File: src/common/cpa_defines.svh
`ifndef CPA_DEFINES_SVH
`define CPA_DEFINES_SVH

// ****************************************
// move-instruction encodings
// ****************************************
`define CPA_ACC_OPC1 3'h0
`define CPA_ACC_CRN  4'h1
`define CPA_ACC_CRM  4'h0
`define CPA_ACC_OPC2 3'h2
`define CPA_SEC_OPC1 3'h0
`define CPA_SEC_CRN  4'h1
`define CPA_SEC_CRM  4'h1
`define CPA_SEC_OPC2 3'h0

// ****************************************
// field positions
// ****************************************
`define CPA_SIMD_DIS_BIT  31
`define CPA_UPPER_DIS_BIT 30
`define CPA_HIGH_MSB      23
`define CPA_HIGH_LSB      22
`define CPA_LOW_MSB       21
`define CPA_LOW_LSB       20
`define CPA_GATE_LOW_BIT  0
`define CPA_GATE_HIGH_BIT 1
`define CPA_SEC_MSB       5

// ****************************************
// reset values
// ****************************************
`define CPA_PERM_RESET 2'h0
`define CPA_DIS_RESET  1'h0
`define CPA_SEC_RESET  6'h00
`define CPA_WORD_ZERO  32'h0000_0000

`endif

File: src/common/cpa_pkg.sv
package cpa_pkg;

  // ****************************************
  // types
  // ****************************************
  typedef enum logic [1:0] {
    CPA_PERM_DENY = 2'b00,
    CPA_PERM_PRIV = 2'b01,
    CPA_PERM_RSVD = 2'b10,
    CPA_PERM_ALL  = 2'b11
  } cpa_perm_e;

  typedef enum logic [1:0] {
    CPA_BUILD_FP_SIMD = 2'b00,
    CPA_BUILD_FP_ONLY = 2'b01,
    CPA_BUILD_NONE    = 2'b10
  } cpa_build_e;

  typedef struct packed {
    logic        simd_dis;
    logic        upper_dis;
    logic [1:0]  perm_high;
    logic [1:0]  perm_low;
    logic [5:0]  sec_cfg;
    logic [31:0] rdata;
    logic        ack;
    logic        undef;
  } cpa_regs_s;

  typedef struct packed {
    logic done;
    logic undef;
  } cpa_gate_s;

  // permission decode; reserved code grants nothing
  function automatic logic cpa_perm_allows(input logic [1:0] perm, input logic priv);
    unique case (perm)
      CPA_PERM_PRIV: cpa_perm_allows = priv;
      CPA_PERM_ALL:  cpa_perm_allows = 1'b1;
      default:       cpa_perm_allows = 1'b0;
    endcase
  endfunction : cpa_perm_allows

endpackage : cpa_pkg

File: src/hdl/cpa_access_check.sv
`timescale 1ns/10ps
`include "cpa_defines.svh"

module cpa_access_check (
  // move-instruction encoding
  input  wire logic [2:0] opc1,
  input  wire logic [3:0] crn,
  input  wire logic [3:0] crm,
  input  wire logic [2:0] opc2,
  // issuing context
  input  wire logic       privileged,
  input  wire logic       nonsecure,
  // decode result
  output logic            hit_acc,
  output logic            hit_sec,
  output logic            refuse
);

  function automatic logic enc_match(input logic [2:0] o1, input logic [3:0] n,
                                     input logic [3:0] m, input logic [2:0] o2);
    enc_match = (opc1 == o1) && (crn == n) && (crm == m) && (opc2 == o2);
  endfunction : enc_match

  // ****************************************
  // decode
  // ****************************************
  // access register encoding
  assign hit_acc = enc_match(`CPA_ACC_OPC1, `CPA_ACC_CRN, `CPA_ACC_CRM, `CPA_ACC_OPC2);
  // secure configuration decoded in every build
  assign hit_sec = enc_match(`CPA_SEC_OPC1, `CPA_SEC_CRN, `CPA_SEC_CRM, `CPA_SEC_OPC2);

  // user access refused secure config only secure privileged
  assign refuse = (hit_acc && !privileged) ||
                  (hit_sec && (!privileged || nonsecure));

endmodule : cpa_access_check

File: src/hdl/cpa_instr_gate.sv
`timescale 1ns/10ps
`include "cpa_defines.svh"

module cpa_instr_gate (
  // clock and reset
  input  wire logic       core_clk,
  input  wire logic       rst,
  // coprocessor instruction from decode
  input  wire logic       ins_valid,
  input  wire logic       ins_cp_high,
  input  wire logic       ins_simd,
  input  wire logic       ins_upper_dregs,
  input  wire logic       ins_privileged,
  input  wire logic       ins_nonsecure,
  // current rights
  input  wire logic [1:0] perm_low,
  input  wire logic [1:0] perm_high,
  input  wire logic       simd_dis,
  input  wire logic       upper_dis,
  input  wire logic [1:0] ns_gate,
  // verdict
  output logic            ins_done,
  output logic            ins_undef
);

  cpa_pkg::cpa_gate_s st_q;
  cpa_pkg::cpa_gate_s st_d;
  logic [1:0]         perm;
  logic               gate_ok;
  logic               deny;

  // ****************************************
  // verdict
  // ****************************************
  always_comb begin
    // simd uses the low field; both fields are kept equal by software
    perm    = (ins_simd || !ins_cp_high) ? perm_low : perm_high;
    // non-secure use also needs the gate
    gate_ok = !ins_nonsecure ||
              (ins_simd ? (ns_gate[`CPA_GATE_LOW_BIT] && ns_gate[`CPA_GATE_HIGH_BIT])
                        : ns_gate[ins_cp_high]);
    deny    = !cpa_pkg::cpa_perm_allows(perm, ins_privileged) ||
              (ins_simd && simd_dis) ||
              (!ins_simd && ins_upper_dregs && upper_dis) ||
              !gate_ok;
    st_d       = st_q;
    st_d.done  = ins_valid;
    st_d.undef = ins_valid && deny;
  end

  always_ff @(posedge core_clk) begin
    if (rst) begin
      st_q <= '0;
    end else begin
      st_q <= st_d;
    end
  end

  assign ins_done  = st_q.done;
  assign ins_undef = st_q.undef;
endmodule : cpa_instr_gate

File: src/hdl/cpa_regs.sv
`timescale 1ns/10ps
`include "cpa_defines.svh"

module cpa_regs #(
  parameter cpa_pkg::cpa_build_e BUILD = cpa_pkg::CPA_BUILD_FP_SIMD
) (
  // clock and reset
  input  wire logic        core_clk,
  input  wire logic        rst,
  // system-register move port
  input  wire logic        req_valid,
  input  wire logic        req_write,
  input  wire logic [2:0]  req_opc1,
  input  wire logic [3:0]  req_crn,
  input  wire logic [3:0]  req_crm,
  input  wire logic [2:0]  req_opc2,
  input  wire logic [31:0] req_wdata,
  input  wire logic        req_privileged,
  input  wire logic        req_nonsecure,
  // move answer
  output logic             resp_valid,
  output logic             resp_undef,
  output logic [31:0]      resp_rdata,
  // non-secure gate bits
  input  wire logic [1:0]  nonsecure_access_gate,
  // coprocessor instruction check
  input  wire logic        ins_valid,
  input  wire logic        ins_cp_high,
  input  wire logic        ins_simd,
  input  wire logic        ins_upper_dregs,
  input  wire logic        ins_privileged,
  input  wire logic        ins_nonsecure,
  output logic             ins_done,
  output logic             ins_undef,
  // current settings
  output logic             simd_disable,
  output logic             upper_dregs_disable,
  output logic [1:0]       fp_pair_high_permission,
  output logic [1:0]       fp_pair_low_permission,
  output logic [5:0]       secure_configuration
);

  // ****************************************
  // build constants
  // ****************************************
  localparam logic FP_PRESENT = (BUILD != cpa_pkg::CPA_BUILD_NONE);
  localparam logic FP_ONLY    = (BUILD == cpa_pkg::CPA_BUILD_FP_ONLY);

  cpa_pkg::cpa_regs_s st_q;
  cpa_pkg::cpa_regs_s st_d;
  logic               hit_acc;
  logic               hit_sec;
  logic               refuse;
  logic               do_write;
  logic               eff_simd;
  logic               eff_upper;

  // ****************************************
  // decode
  // ****************************************
  cpa_access_check u_check (
    .opc1       (req_opc1),
    .crn        (req_crn),
    .crm        (req_crm),
    .opc2       (req_opc2),
    .privileged (req_privileged),
    .nonsecure  (req_nonsecure),
    .hit_acc    (hit_acc),
    .hit_sec    (hit_sec),
    .refuse     (refuse)
  );

  // ****************************************
  // helpers
  // ****************************************
  // field visible and writable from this context
  function automatic logic field_open(input logic ns, input logic gate);
    field_open = !ns || gate;
  endfunction : field_open

  // next value of one permission field
  function automatic logic [1:0] perm_next(input logic [1:0] cur, input logic [1:0] wr,
                                           input logic open);
    if (!FP_PRESENT) begin
      perm_next = `CPA_PERM_RESET;
    end else if (open) begin
      perm_next = wr;
    end else begin
      perm_next = cur;
    end
  endfunction : perm_next

  // ****************************************
  // effective disable bits
  // ****************************************
  always_comb begin
    if (FP_ONLY) begin
      eff_simd  = 1'b1;
      eff_upper = 1'b1;
    end else begin
      eff_simd  = st_q.simd_dis;
      eff_upper = st_q.upper_dis;
    end
  end

  // ****************************************
  // next state
  // ****************************************
  assign do_write = req_valid && req_write && !refuse;

  always_comb begin
    st_d       = st_q;
    st_d.ack   = req_valid && (hit_acc || hit_sec);
    st_d.undef = req_valid && refuse;
    st_d.rdata = `CPA_WORD_ZERO;
    // single copy, no banking on security state
    if (do_write && hit_acc) begin
      if (BUILD == cpa_pkg::CPA_BUILD_FP_SIMD) begin
        st_d.simd_dis  = req_wdata[`CPA_SIMD_DIS_BIT];
        st_d.upper_dis = req_wdata[`CPA_UPPER_DIS_BIT];
      end
      st_d.perm_high = perm_next(st_q.perm_high,
                                 req_wdata[`CPA_HIGH_MSB:`CPA_HIGH_LSB],
                                 field_open(req_nonsecure,
                                            nonsecure_access_gate[`CPA_GATE_HIGH_BIT]));
      st_d.perm_low  = perm_next(st_q.perm_low,
                                 req_wdata[`CPA_LOW_MSB:`CPA_LOW_LSB],
                                 field_open(req_nonsecure,
                                            nonsecure_access_gate[`CPA_GATE_LOW_BIT]));
    end
    if (do_write && hit_sec) begin
      st_d.sec_cfg = req_wdata[`CPA_SEC_MSB:0];
    end
    if (req_valid && !req_write && !refuse && hit_acc) begin
      if (FP_PRESENT) begin
        st_d.rdata[`CPA_SIMD_DIS_BIT]  = eff_simd;
        st_d.rdata[`CPA_UPPER_DIS_BIT] = eff_upper;
      end
      if (field_open(req_nonsecure, nonsecure_access_gate[`CPA_GATE_HIGH_BIT])) begin
        st_d.rdata[`CPA_HIGH_MSB:`CPA_HIGH_LSB] = st_q.perm_high;
      end
      if (field_open(req_nonsecure, nonsecure_access_gate[`CPA_GATE_LOW_BIT])) begin
        st_d.rdata[`CPA_LOW_MSB:`CPA_LOW_LSB] = st_q.perm_low;
      end
    end
    if (req_valid && !req_write && !refuse && hit_sec) begin
      st_d.rdata[`CPA_SEC_MSB:0] = st_q.sec_cfg;
    end
  end

  // ****************************************
  // state register
  // ****************************************
  always_ff @(posedge core_clk) begin
    if (rst) begin
      st_q.simd_dis  <= `CPA_DIS_RESET;
      st_q.upper_dis <= `CPA_DIS_RESET;
      st_q.perm_high <= `CPA_PERM_RESET;
      st_q.perm_low  <= `CPA_PERM_RESET;
      st_q.sec_cfg   <= `CPA_SEC_RESET;
      st_q.rdata     <= `CPA_WORD_ZERO;
      st_q.ack       <= 1'b0;
      st_q.undef     <= 1'b0;
    end else begin
      st_q <= st_d;
    end
  end

  // ****************************************
  // outputs
  // ****************************************
  assign resp_valid              = st_q.ack || st_q.undef;
  assign resp_undef              = st_q.undef;
  assign resp_rdata              = st_q.rdata;
  assign simd_disable            = eff_simd;
  assign upper_dregs_disable     = eff_upper;
  assign fp_pair_high_permission = st_q.perm_high;
  assign fp_pair_low_permission  = st_q.perm_low;
  assign secure_configuration    = st_q.sec_cfg;

  // ****************************************
  // instruction gate
  // ****************************************
  cpa_instr_gate u_gate (
    .core_clk        (core_clk),
    .rst             (rst),
    .ins_valid       (ins_valid),
    .ins_cp_high     (ins_cp_high),
    .ins_simd        (ins_simd),
    .ins_upper_dregs (ins_upper_dregs),
    .ins_privileged  (ins_privileged),
    .ins_nonsecure   (ins_nonsecure),
    .perm_low        (st_q.perm_low),
    .perm_high       (st_q.perm_high),
    .simd_dis        (eff_simd),
    .upper_dis       (eff_upper),
    .ns_gate         (nonsecure_access_gate),
    .ins_done        (ins_done),
    .ins_undef       (ins_undef)
  );
endmodule : cpa_regs

File: config.mk
export PLATFORM = sky130hd
export DESIGN_NAME = cpa_regs
export DESIGN_NICKNAME = d
export VERILOG_FILES = /design/src/common/cpa_pkg.sv /design/src/hdl/cpa_access_check.sv /design/src/hdl/cpa_instr_gate.sv /design/src/hdl/cpa_regs.sv
export VERILOG_INCLUDE_DIRS = /design/src /design/src/common
export SDC_FILE = /design/constraint.sdc
export NUM_CORES = 1
export LEC_CHECK = 0
export ABC_AREA = 0
export BUFFER_PORTS_ARGS = -buffer_cell sky130_fd_sc_hd__buf_2
export CORE_MARGIN = 1
export CORE_UTILIZATION = 37
export DETAILED_ROUTE_END_ITERATION = 8
export GPL_TIMING_DRIVEN = 0
export HOLD_SLACK_MARGIN = 0.05
export PLACE_DENSITY = 0.82
export SYNTH_ARGS = -nofsm -noshare
export SYNTH_HDL_FRONTEND = slang
export SYNTH_SLANG_ARGS = --single-unit
File: constraint.sdc
create_clock -name core_clk -period 1.4 [get_ports core_clk]
set_input_delay 0.28 -clock core_clk [delete_from_list [all_inputs] [get_ports core_clk]]
set_output_delay 0.28 -clock core_clk [all_outputs]
set_load 0.02 [all_outputs]
; Yosys cells after proc, flatten, opt, wreduce, memory -nomap -nowiden
; Cells that the tools add are included.
[totals]
register_bits = 48
out_inout_bits = 48
wordCells = 80
[op_classes]
n_lt_le_gt_ge = 1
n_eq_ne = 5
muxes = 5
bitwise_logic = 4
reduce_logical = 51
[op_table]
columns = cell, count
row1 = 1-bit logical AND, 22
row2 = 1-bit logical OR, 11
row3 = 1-bit logical NOT, 9
row4 = "4-bit by 1-bit == test with 1-bit output, second input constant", 2
row5 = 3-bit logical NOT, 2
row6 = 3-bit OR reduction, 2
row7 = 4-bit logical NOT, 1
row8 = 1-bit inverter, 4
row9 = 2-bit AND reduction, 2
row10 = 2-bit OR reduction, 2
row11 = "3-bit by 2-bit == test with 1-bit output, second input constant", 1
row12 = 1-bit two-way mux, 3
row13 = "2-bit by 1-bit == test with 1-bit output, second input constant", 1
row14 = "2-bit == test, second input constant", 1
row15 = "1-bit by 2-bit < comparator with 1-bit output, second input constant", 1
row16 = 2-bit two-way mux, 1
row17 = 1-bit case mux with 2 select lines, 1

; Logic depth before layout (Yosys ltp)
; Gate-level depths: netlist (run 1).
[depth]
depth_word = 11
ltp_mapped = 5
mapped_depth_nobuf = 4

; Modules after synthesis
; Synthesis (run 1) repeated with hierarchy kept, for this count alone.
[unflattened]
cells_unflattened = 148
hier_area_um2 = 1482.7
[modules_own_cells]
columns = module, n_inst, cells_each, area_per_inst_um2, seq_area_each_um2
row1 = cpa_regs, 1, 123, 1237.4, 520.5
row2 = cpa_instr_gate, 1, 14, 141.4, 40.0
row3 = cpa_access_check, 1, 11, 103.8, 0.0

; Worst setup path before layout (run 1)
; OpenSTA, ideal clock, no wires.
[synth_path]
path_type = input to register
from = input req_crn[3]
to = register st_q[1] (netlist name)
arrival_ns = 1.282
required_ns = 1.334
path_slack_ns = 0.052
stages = 4
path_buffers = 0
path_cell_list = nor4b_2 -> nand2_1 -> or3_4 -> a21oi_2
[synth_via]
elab_chain_len = 6
elab_cells_between_ends = 8
[synth_lines]
columns = element, line_no
row1 = start: declaration, cpa_regs.sv:14  ; input wire logic [3:0] req_crn,
row2 = 4-bit by 1-bit == test with 1-bit output (*), cpa_access_check.sv:21  ; enc_match = (opc1 == o1) && (crn == n) && (crm == m) && (opc2 == o2);
row3 = 1-bit logical AND (*), cpa_access_check.sv:21
row4 = 1-bit logical AND (2 in a row), cpa_access_check.sv:21
row5 = 1-bit logical OR (*), cpa_regs.sv:113  ; st_d.ack = req_valid && (hit_acc || hit_sec);
row6 = 1-bit logical AND (*), cpa_regs.sv:113
row7 = end signal: assignment, cpa_regs.sv:165  ; st_q <= st_d;
row8 = end: declaration, cpa_regs.sv:49  ; cpa_pkg::cpa_regs_s st_q;
; Mark *: on every way between the ends. The rest lies on a longest branch, timed or not.
; A chain may end at the register's enable or synchronous reset.

; Final worst setup path (run 1)
[layout_path]
from = input req_opc2[1]
to = register st_q, in the netlist secure_configuration[5]
[layout_via]
elab_chain_len = 7
elab_cells_between_ends = 10
[layout_lines]
columns = element, line_no
row1 = start: declaration, cpa_regs.sv:16  ; input wire logic [2:0] req_opc2,
row2 = 3-bit by 2-bit == test with 1-bit output or 3-bit logical NOT (tied branches), cpa_access_check.sv:21
row3 = 1-bit logical AND, cpa_access_check.sv:21
row4 = 1-bit logical AND (on tied branches), "cpa_access_check.sv:33, cpa_access_check.sv:34"
row5 = 1-bit logical OR, cpa_access_check.sv:33  ; assign refuse = (hit_acc && !privileged) ||
row6 = 1-bit logical NOT, cpa_regs.sv:109  ; assign do_write = req_valid && req_write && !refuse;
row7 = 1-bit logical AND, cpa_regs.sv:109
row8 = 1-bit logical AND (*), cpa_regs.sv:131  ; if (do_write && hit_sec) begin
; Marked as above.

==> reports/results.txt, run 1 <==
DR WL/cell = 10.8 um
Setup crit end kind = register
reg2reg start = fp_pair_high_permission[1]$_SDFFE_PP0P_
XOR/XNOR share of the synthesized area = 0%
number of synthesized flops with an enable pin = 0
Hold WC Path Type = input port to register
WL final = 3380 um
Clock H-tree levels = 1
Layout Nets = 324
Root Buffer = clkbuf_8
num rows = 23
Tcrit/Tclk final = 92.8%
TritonCTS Buffers = 3
Tmin final = 1.30 ns
setup TNS = 0 ns
clock slew at reported path FFs = 0.09 ns
Pwr Total = 1.45 mW
post-route setup slack = 0.101 ns
Primary FF master, synth = dfxtp_1
Peak VDD IR = 0.000349 V
final core utilization = 52.6%
Avg Cell Area, Syn = 8.99 sq um
Critical Path Source = req_opc2[1]
commonest non-fill, non-tap cell in the layout = buf_2
DIE HEIGHT = 66.3 um
total core area = 0.00397 sq mm
GRT Total Usage = 14.9%
Die Area = 0.00439 sq mm
Slew Viols, Final = 0
Power Density = 695 mW/mm^2
Worst EP arrival = 1.45 ns
Max Cap Viol = 0
CTS tree = built
Hold Startpoint = ins_valid
asr flop ratio synth = 0%
Port Buffers = 67
Yosys cell types = 36
Seq cells post-synth = 28
CTS Buffer Depth = 2
vias after detailed routing = 1380
LEAKAGE = 1.10 nW
starting density of the core = 38.5%
hold buffers post-CTS = 0
Reg2Reg Setup Slack = 0.32 ns
number of fill cells = 384
GPL Wtd Cong = 0.785
Hold Vio Cnt, Final = 0
vias in the first global route = 1125
worst skew pair latency = 0.27 ns
Synth warnings = 0
Final setup viols = 0
overall die width = 66.3 um
most frequent cells in the layout = buf_2, buf_4, dfxtp_1
Synth Cell Area = 0.00153 sq mm
Post-Synthesis Cells = 170
CP required = 1.56 ns
clock sink count = 28
Placement Setup Slack = -0.332 ns
Seq/Total Area, Yosys = 36.7%
io pins = 108
fraction of layout cells with a size suffix above 1 = 50.8%
adder-cell share of the synthesized area = 0%
main combinational cell family by area after synthesis = simple AND/OR/NAND/NOR gates
mux share of post-synthesis cell area = 0.655%
fmax = 0.770 GHz
critical path class = input port to register
area added between synthesis and finish = 36.7%
CP max FO = 6
first-pass GRT wire length = 5030 um
antenna-violating nets left = 0
hpwl dp = 2660 um
skew final = 0.00143 ns
CP Launch Type = input port
Via density = 4.42
total iterations of the first detailed-routing run = 6
simple-gate share of the synthesized area = 27.0%
gr ovfl total = 0
pin count of the biggest net entering global routing = 15
n_diodes = 0
DRC viols = 0
outcome = finished clean
initial antenna violation count = 0
post-synthesis compound-gate area fraction = 11.9%
DRT iter0 DRCs = 54
-- registers in the layout, summed over array words and instances, names as in the netlist --
signal                   cells
fp_pair_high_permission      2
resp_rdata                  12
resp_undef                   1
upper_dregs_disable          1
u_gate.ins_done              1
secure_configuration         6
fp_pair_low_permission       2
simd_disable                 1
st_q                         1
u_gate.ins_undef             1
-- power by group --
group | leakage, nW | internal (mW) | switching [mW] | total, mW
sequential | 0.226 | 0.799 | 0.000584 | 0.799
clock | 0.0216 | 0.193 | 0.230 | 0.423
combinational | 0.850 | 0.102 | 0.128 | 0.230
total | 1.10 | 1.09 | 0.359 | 1.45
-- worst max-delay path: stages --
cell and delay (ns):
buf_2 0.12, nand2b_1 0.18, or3b_2 0.55, o21ai_0 0.23
a21oi_1 0.09
-- final cells by class --
class,count,area [sq um],area share [%]
multi-input cells,110,707,33.8
flip-flops and latches,28,561,26.8
repair buffers,70,358,17.1
plain buffers,47,345,16.5
well taps,50,62.6,2.99
clock buffers,3,41.3,1.98
inverters,4,15.0,0.719
-- cell families (layout without fill, tap and decap cells) --
family | after synthesis | after routing
AOI/OAI and AO/OA | 33 | 33
buffers and inverters | 51 | 124
DFF | 28 | 28
muxes | 1 | 1
other | 1 | 20
and+or+nand+nor | 56 | 56
-- stage by stage --
stage / instances / hold slack [ns] / area (sq um)
floorplan: 189 / 0.349 / 1600
global placement: 306 / 0.464 / 2000
detailed placement: 306 / 0.476 / 2000
CTS: 311 / 0.251 / 2070
global route: 312 / 0.267 / 2090
finish: 312 / 0.251 / 2090
-- cell usage after synthesis, types with 2 or more instances --
| library cell | n | area share (%) |
|---|---|---|
| and2_1 | 9 | 3.7 |
| nand4_1 | 7 | 2.9 |
| buf_4 | 42 | 21 |
| and3_1 | 5 | 2.0 |
| dfxtp_1 | 28 | 37 |
| buf_2 | 3 | 0.98 |
| nor2_1 | 3 | 0.74 |
| and3_2 | 2 | 0.98 |
| o21ai_0 | 14 | 4.6 |
| nor4_4 | 2 | 2.8 |
| inv_1 | 4 | 0.98 |
| a21oi_1 | 14 | 4.6 |
| nand3_1 | 9 | 2.9 |
| nor2b_1 | 2 | 0.82 |
| nand2b_1 | 5 | 2.0 |
-- final timing paths --
kind,cells past startpoint,endpoint
worst max register to register,4,u_gate.ins_undef$_SDFF_PP0_
worst max-delay path,5,secure_configuration[5]$_SDFFE_PP0P_
worst min-delay path,2,u_gate.ins_done$_SDFF_PP0_
worst min register to register,1,resp_rdata[4]$_SDFF_PP0_
-- what timing repair did --
action	4_1_cts	5_1_grt
pin swaps	1	2
setup endpoints to repair	7	9
resized for setup	2	2
gates cloned	0	0
buffers inserted	2	1
-- routing by layer --
metal  up-vias  share of wire [%]  routed length [um]  track usage, %
met2        76                 49                1660            25.4
met5         -                  0                   0               0
met3         4                6.8                 229            1.90
met4         0                1.9                  64            7.18
li1        714                  -                   -               -
met1       586                 42                1420            18.4
No activity file was read; power rests on OpenSTA's default activity.
==> run 2: changes to the inputs <==
Settings changed: RECOVER_POWER set to 100.
==> reports/results.txt, run 2 (same netlist as run 1, synthesis figures left out) <==
Worst Hold Slack = 0.247 ns
total iterations of the first detailed-routing run = 6
DRT iter0 DRCs = 70
Power Density = 710 mW/mm^2
gr ovfl total = 0
CP required = 1.12 ns
Die Area = 0.00439 sq mm
Max Cap Viol = 0
Root Buffer = clkbuf_8
CTS Buffer Depth = 2
Hold Vio Cnt, Final = 0
num rows = 23
CTS tree = built
Pwr Total = 1.45 mW
commonest non-fill, non-tap cell in the layout = buf_4
GRT Total Usage = 14.9%
Final setup viols = 0
fraction of layout cells with a size suffix above 1 = 40.5%
io pins = 108
vias in the first global route = 1125
Via density = 4.42
number of fill cells = 400
CP max FO = 4
area added between synthesis and finish = 33.7%
Setup crit end kind = output port
critical path class = register to output port
initial antenna violation count = 0
Slew Viols, Final = 0
Tcrit/Tclk final = 94.4%
GPL Wtd Cong = 0.785
DR WL/cell = 11.0 um
Hold WC Path Type = input port to register
flip-flop count of the largest register after layout = 12
Layout Nets = 324
Tmin final = 1.32 ns
skew final = 0.000858 ns
TritonCTS Buffers = 3
WL final = 3420 um
starting density of the core = 38.5%
Area after DPL = 0.00200 sq mm
Clock H-tree levels = 1
n_diodes = 0
clock sink count = 28
LEAKAGE = 0.974 nW
hold buffers post-CTS = 0
total core area = 0.00397 sq mm
hpwl dp = 2660 um
first-pass GRT wire length = 5030 um
vias after detailed routing = 1378
Port Buffers = 67
pin count of the biggest net entering global routing = 15
overall die width = 66.3 um
antenna-violating nets left = 0
outcome = finished clean
Final Cell Area = 0.00204 sq mm
most frequent cells in the layout = buf_4, buf_2, clkbuf_1, dfxtp_1, conb_1
DIE HEIGHT = 66.3 um
RSZ-0062 raised after global routing = false
fmax = 0.757 GHz
worst skew pair latency = 0.27 ns
Peak VDD IR = 0.000347 V
CP Launch Type = register
Worst EP arrival = 1.04 ns
DRC viols = 0
clock slew at reported path FFs = 0.09 ns
run 2: where the power goes:
| group | internal (mW) | switching, mW | total [mW] |
|---|---|---|---|
| logic | 0.0989 | 0.127 | 0.226 |
| registers | 0.799 | 0.000679 | 0.799 |
| clock network | 0.193 | 0.234 | 0.427 |
| total | 1.09 | 0.362 | 1.45 |
run 2: per-layer routing:
metal  up-vias  GRT usage, %  routed length [um]
met5         -             0                   0
met4         0          7.18                  65
met3         6          1.90                 221
met2        67          25.4                1660
met1       590          18.4                1470
li1        715             -                   -
run 2: cell type report:
class	instances	area (sq um)	area share [%]
inverters	4	15.0	0.734
well taps	50	62.6	3.06
plain buffers	47	345	16.9
multi-input cells	110	698	34.1
clock buffers	3	41.3	2.02
repair buffers	70	322	15.7
flip-flops and latches	28	561	27.4
run 2: final timing paths:
kind	depth (start not counted)	slack, ns	end	from
hold / removal	3	0.25	upper_dregs_disable$_SDFFE_PP0P_	req_wdata[30]
setup reg to reg	4	0.28	u_gate.ins_undef$_SDFF_PP0_	fp_pair_high_permission[1]$_SDFFE_PP0P_
setup / recovery	2	0.08	fp_pair_high_permission[1]	fp_pair_high_permission[1]$_SDFFE_PP0P_
hold reg to reg	1	0.50	resp_rdata[4]$_SDFF_PP0_	secure_configuration[4]$_SDFFE_PP0P_
run 2: through the flow:
step | cells | setup slack, ns | util (%) | setup TNS [ns]
final | 312 | 0.0791 | 51.5 | 0
after global routing | 312 | 0.00156 | 51.5 | 0
after CTS | 311 | 0.0343 | 52.1 | 0
after floorplan | 189 | 0.0521 | - | 0
after detailed placement | 306 | -0.332 | 50.3 | -6.90
after global placement | 306 | -0.299 | 50.3 | -6.10
run 2: worst max-delay path: stages (launching register included):
cell and delay (ns):
dfxtp_1 0.42, buf_4 0.13, clkbuf_1 0.21
run 2: what timing repair did:
item,CTS,global route
cloned,0,0
setup endpoints to repair,7,9
buffers inserted,2,1
endpoints found under the hold margin,0,0
pin swaps,1,2
resized for setup,2,2
==> run 3: changes to the inputs <==
Settings changed: SETUP_SLACK_MARGIN set to 0.1.
==> reports/results.txt, run 3 (same netlist as run 1, synthesis figures left out) <==
outcome = finished with violations
failing checks = design-rule violations
Final setup viols = 0
multi-input logic area = 727 sq um
most frequent cells in the layout = buf_4, buf_2, clkbuf_1
fraction of layout cells with a size suffix above 1 = 40.9%
hold buffers post-CTS = 0
vias in the first global route = 1148
DRT iter0 DRCs = 63
Tcrit/Tclk final = 93.6%
Port Buffers = 67
CTS Buffer Depth = 2
DIE HEIGHT = 66.3 um
flip-flop count of the largest register after layout = 12
commonest non-fill, non-tap cell in the layout = buf_4
antenna-violating nets left = 0
number of fill cells = 403
skew final = 0.00321 ns
RSZ-0062 raised after global routing = true
pin count of the biggest net entering global routing = 17
DRC viols = 2
GRT Total Usage = 15.0%
Area after DPL = 0.00201 sq mm
Clock H-tree levels = 1
slew margin rel. = 65.1%
total iterations of the first detailed-routing run = 6
gr ovfl total = 0
post-route setup slack = 0.0897 ns
first-pass GRT wire length = 5120 um
Critical Path Source = fp_pair_high_permission[1]$_SDFFE_PP0P_
LEAKAGE = 1.00 nW
Layout Nets = 325
TritonCTS Buffers = 3
Hold Vio Cnt, Final = 0
initial antenna violation count = 0
clock slew at reported path FFs = 0.09 ns
fmax = 0.763 GHz
Die Area = 0.00439 sq mm
overall die width = 66.3 um
Worst Hold Slack = 0.252 ns
critical path class = register to output port
final non-filler cell total = 314
Power Density = 786 mW/mm^2
hpwl dp = 2740 um
GPL Wtd Cong = 0.760
Placement Setup Slack = -0.283 ns
Tightest Pin Transition = 0.524 ns
post-placement cell count = 306
reg2reg start = fp_pair_high_permission[1]$_SDFFE_PP0P_
Max Cap Viol = 0
DR WL/cell = 11.0 um
Root Buffer = clkbuf_8
Via density = 4.48
clock sink count = 28
final core utilization = 53.5%
starting density of the core = 38.5%
Sequential Area = 561 sq um
Peak VDD IR = 0.000389 V
Slew Viols, Final = 0
io pins = 108
Pwr Total = 1.67 mW
Tmin final = 1.31 ns
n_diodes = 0
setup TNS = 0 ns
Hold WC Path Type = input port to register
Worst EP arrival = 1.03 ns
CP required = 1.12 ns
Hold Startpoint = req_wdata[22]
vias after detailed routing = 1408
Final Cell Area = 0.00213 sq mm
num rows = 23
Setup crit end kind = output port
CTS tree = built
worst skew pair latency = 0.27 ns
CP max FO = 4
CP Launch Type = register
area added between synthesis and finish = 39.0%
total core area = 0.00397 sq mm
WL final = 3460 um
run 3: changes by cell type in the layout (fill, tap and decap cells not counted), moves of 2 or more:
cell / delta
o21ai_1: +2
and2_1: +2
nand2b_4: +2
and2_0: -2
o21ai_0: -2
nand2b_1: -2
clkbuf_1: +3
buf_2: -7
buf_6: +3
run 3: final cells by class:
type	count	area share (%)
Inverter	4	0.706
Multi-Input combinational cell	110	34.2
Clock buffer	3	1.94
Tap cell	50	2.94
Sequential cell	28	26.4
Buffer	47	16.2
Timing Repair Buffer	71	16.2
Clock inverter	1	1.41
run 3: path summary, 6_finish.rpt:
| check | slack [ns] | cells after the start | end |
|---|---|---|---|
| worst max-delay path | 0.09 | 2 | fp_pair_high_permission[1] |
| worst min-delay path | 0.25 | 3 | fp_pair_high_permission[0]$_SDFFE_PP0P_ |
| worst max register to register | 0.27 | 4 | u_gate.ins_undef$_SDFF_PP0_ |
| worst min register to register | 0.49 | 1 | resp_rdata[0]$_SDFF_PP0_ |
run 3: layer usage:
metal | vias to the layer above | GRT usage [%] | routed length, um | part of all wire [%]
li1 | 715 | - | - | -
met1 | 635 | 19.0 | 1440 | 42
met2 | 54 | 25.9 | 1770 | 51
met3 | 4 | 1.90 | 208 | 6.0
met4 | 0 | 5.05 | 32 | 0.93
met5 | - | 0 | 0 | 0
run 3: power breakdown:
group / leakage (nW) / internal, mW / switching [mW]
sequential: 0.226 / 0.799 / 0.000709
clock: 0.0357 / 0.383 / 0.249
combinational: 0.741 / 0.106 / 0.132
run 3: what timing repair did:
| action | in CTS | in global routing |
|---|---|---|
| gates resized for setup | 4 | 12 |
| buffers inserted | 2 | 2 |
| endpoints found under the setup margin | 25 | 22 |
| pin swaps | 1 | 7 |
run 3: worst max-delay path, cell delays in order, from the launching register on:
cell,delay (ns)
dfxtp_1,0.40
buf_4,0.13
clkbuf_1,0.23
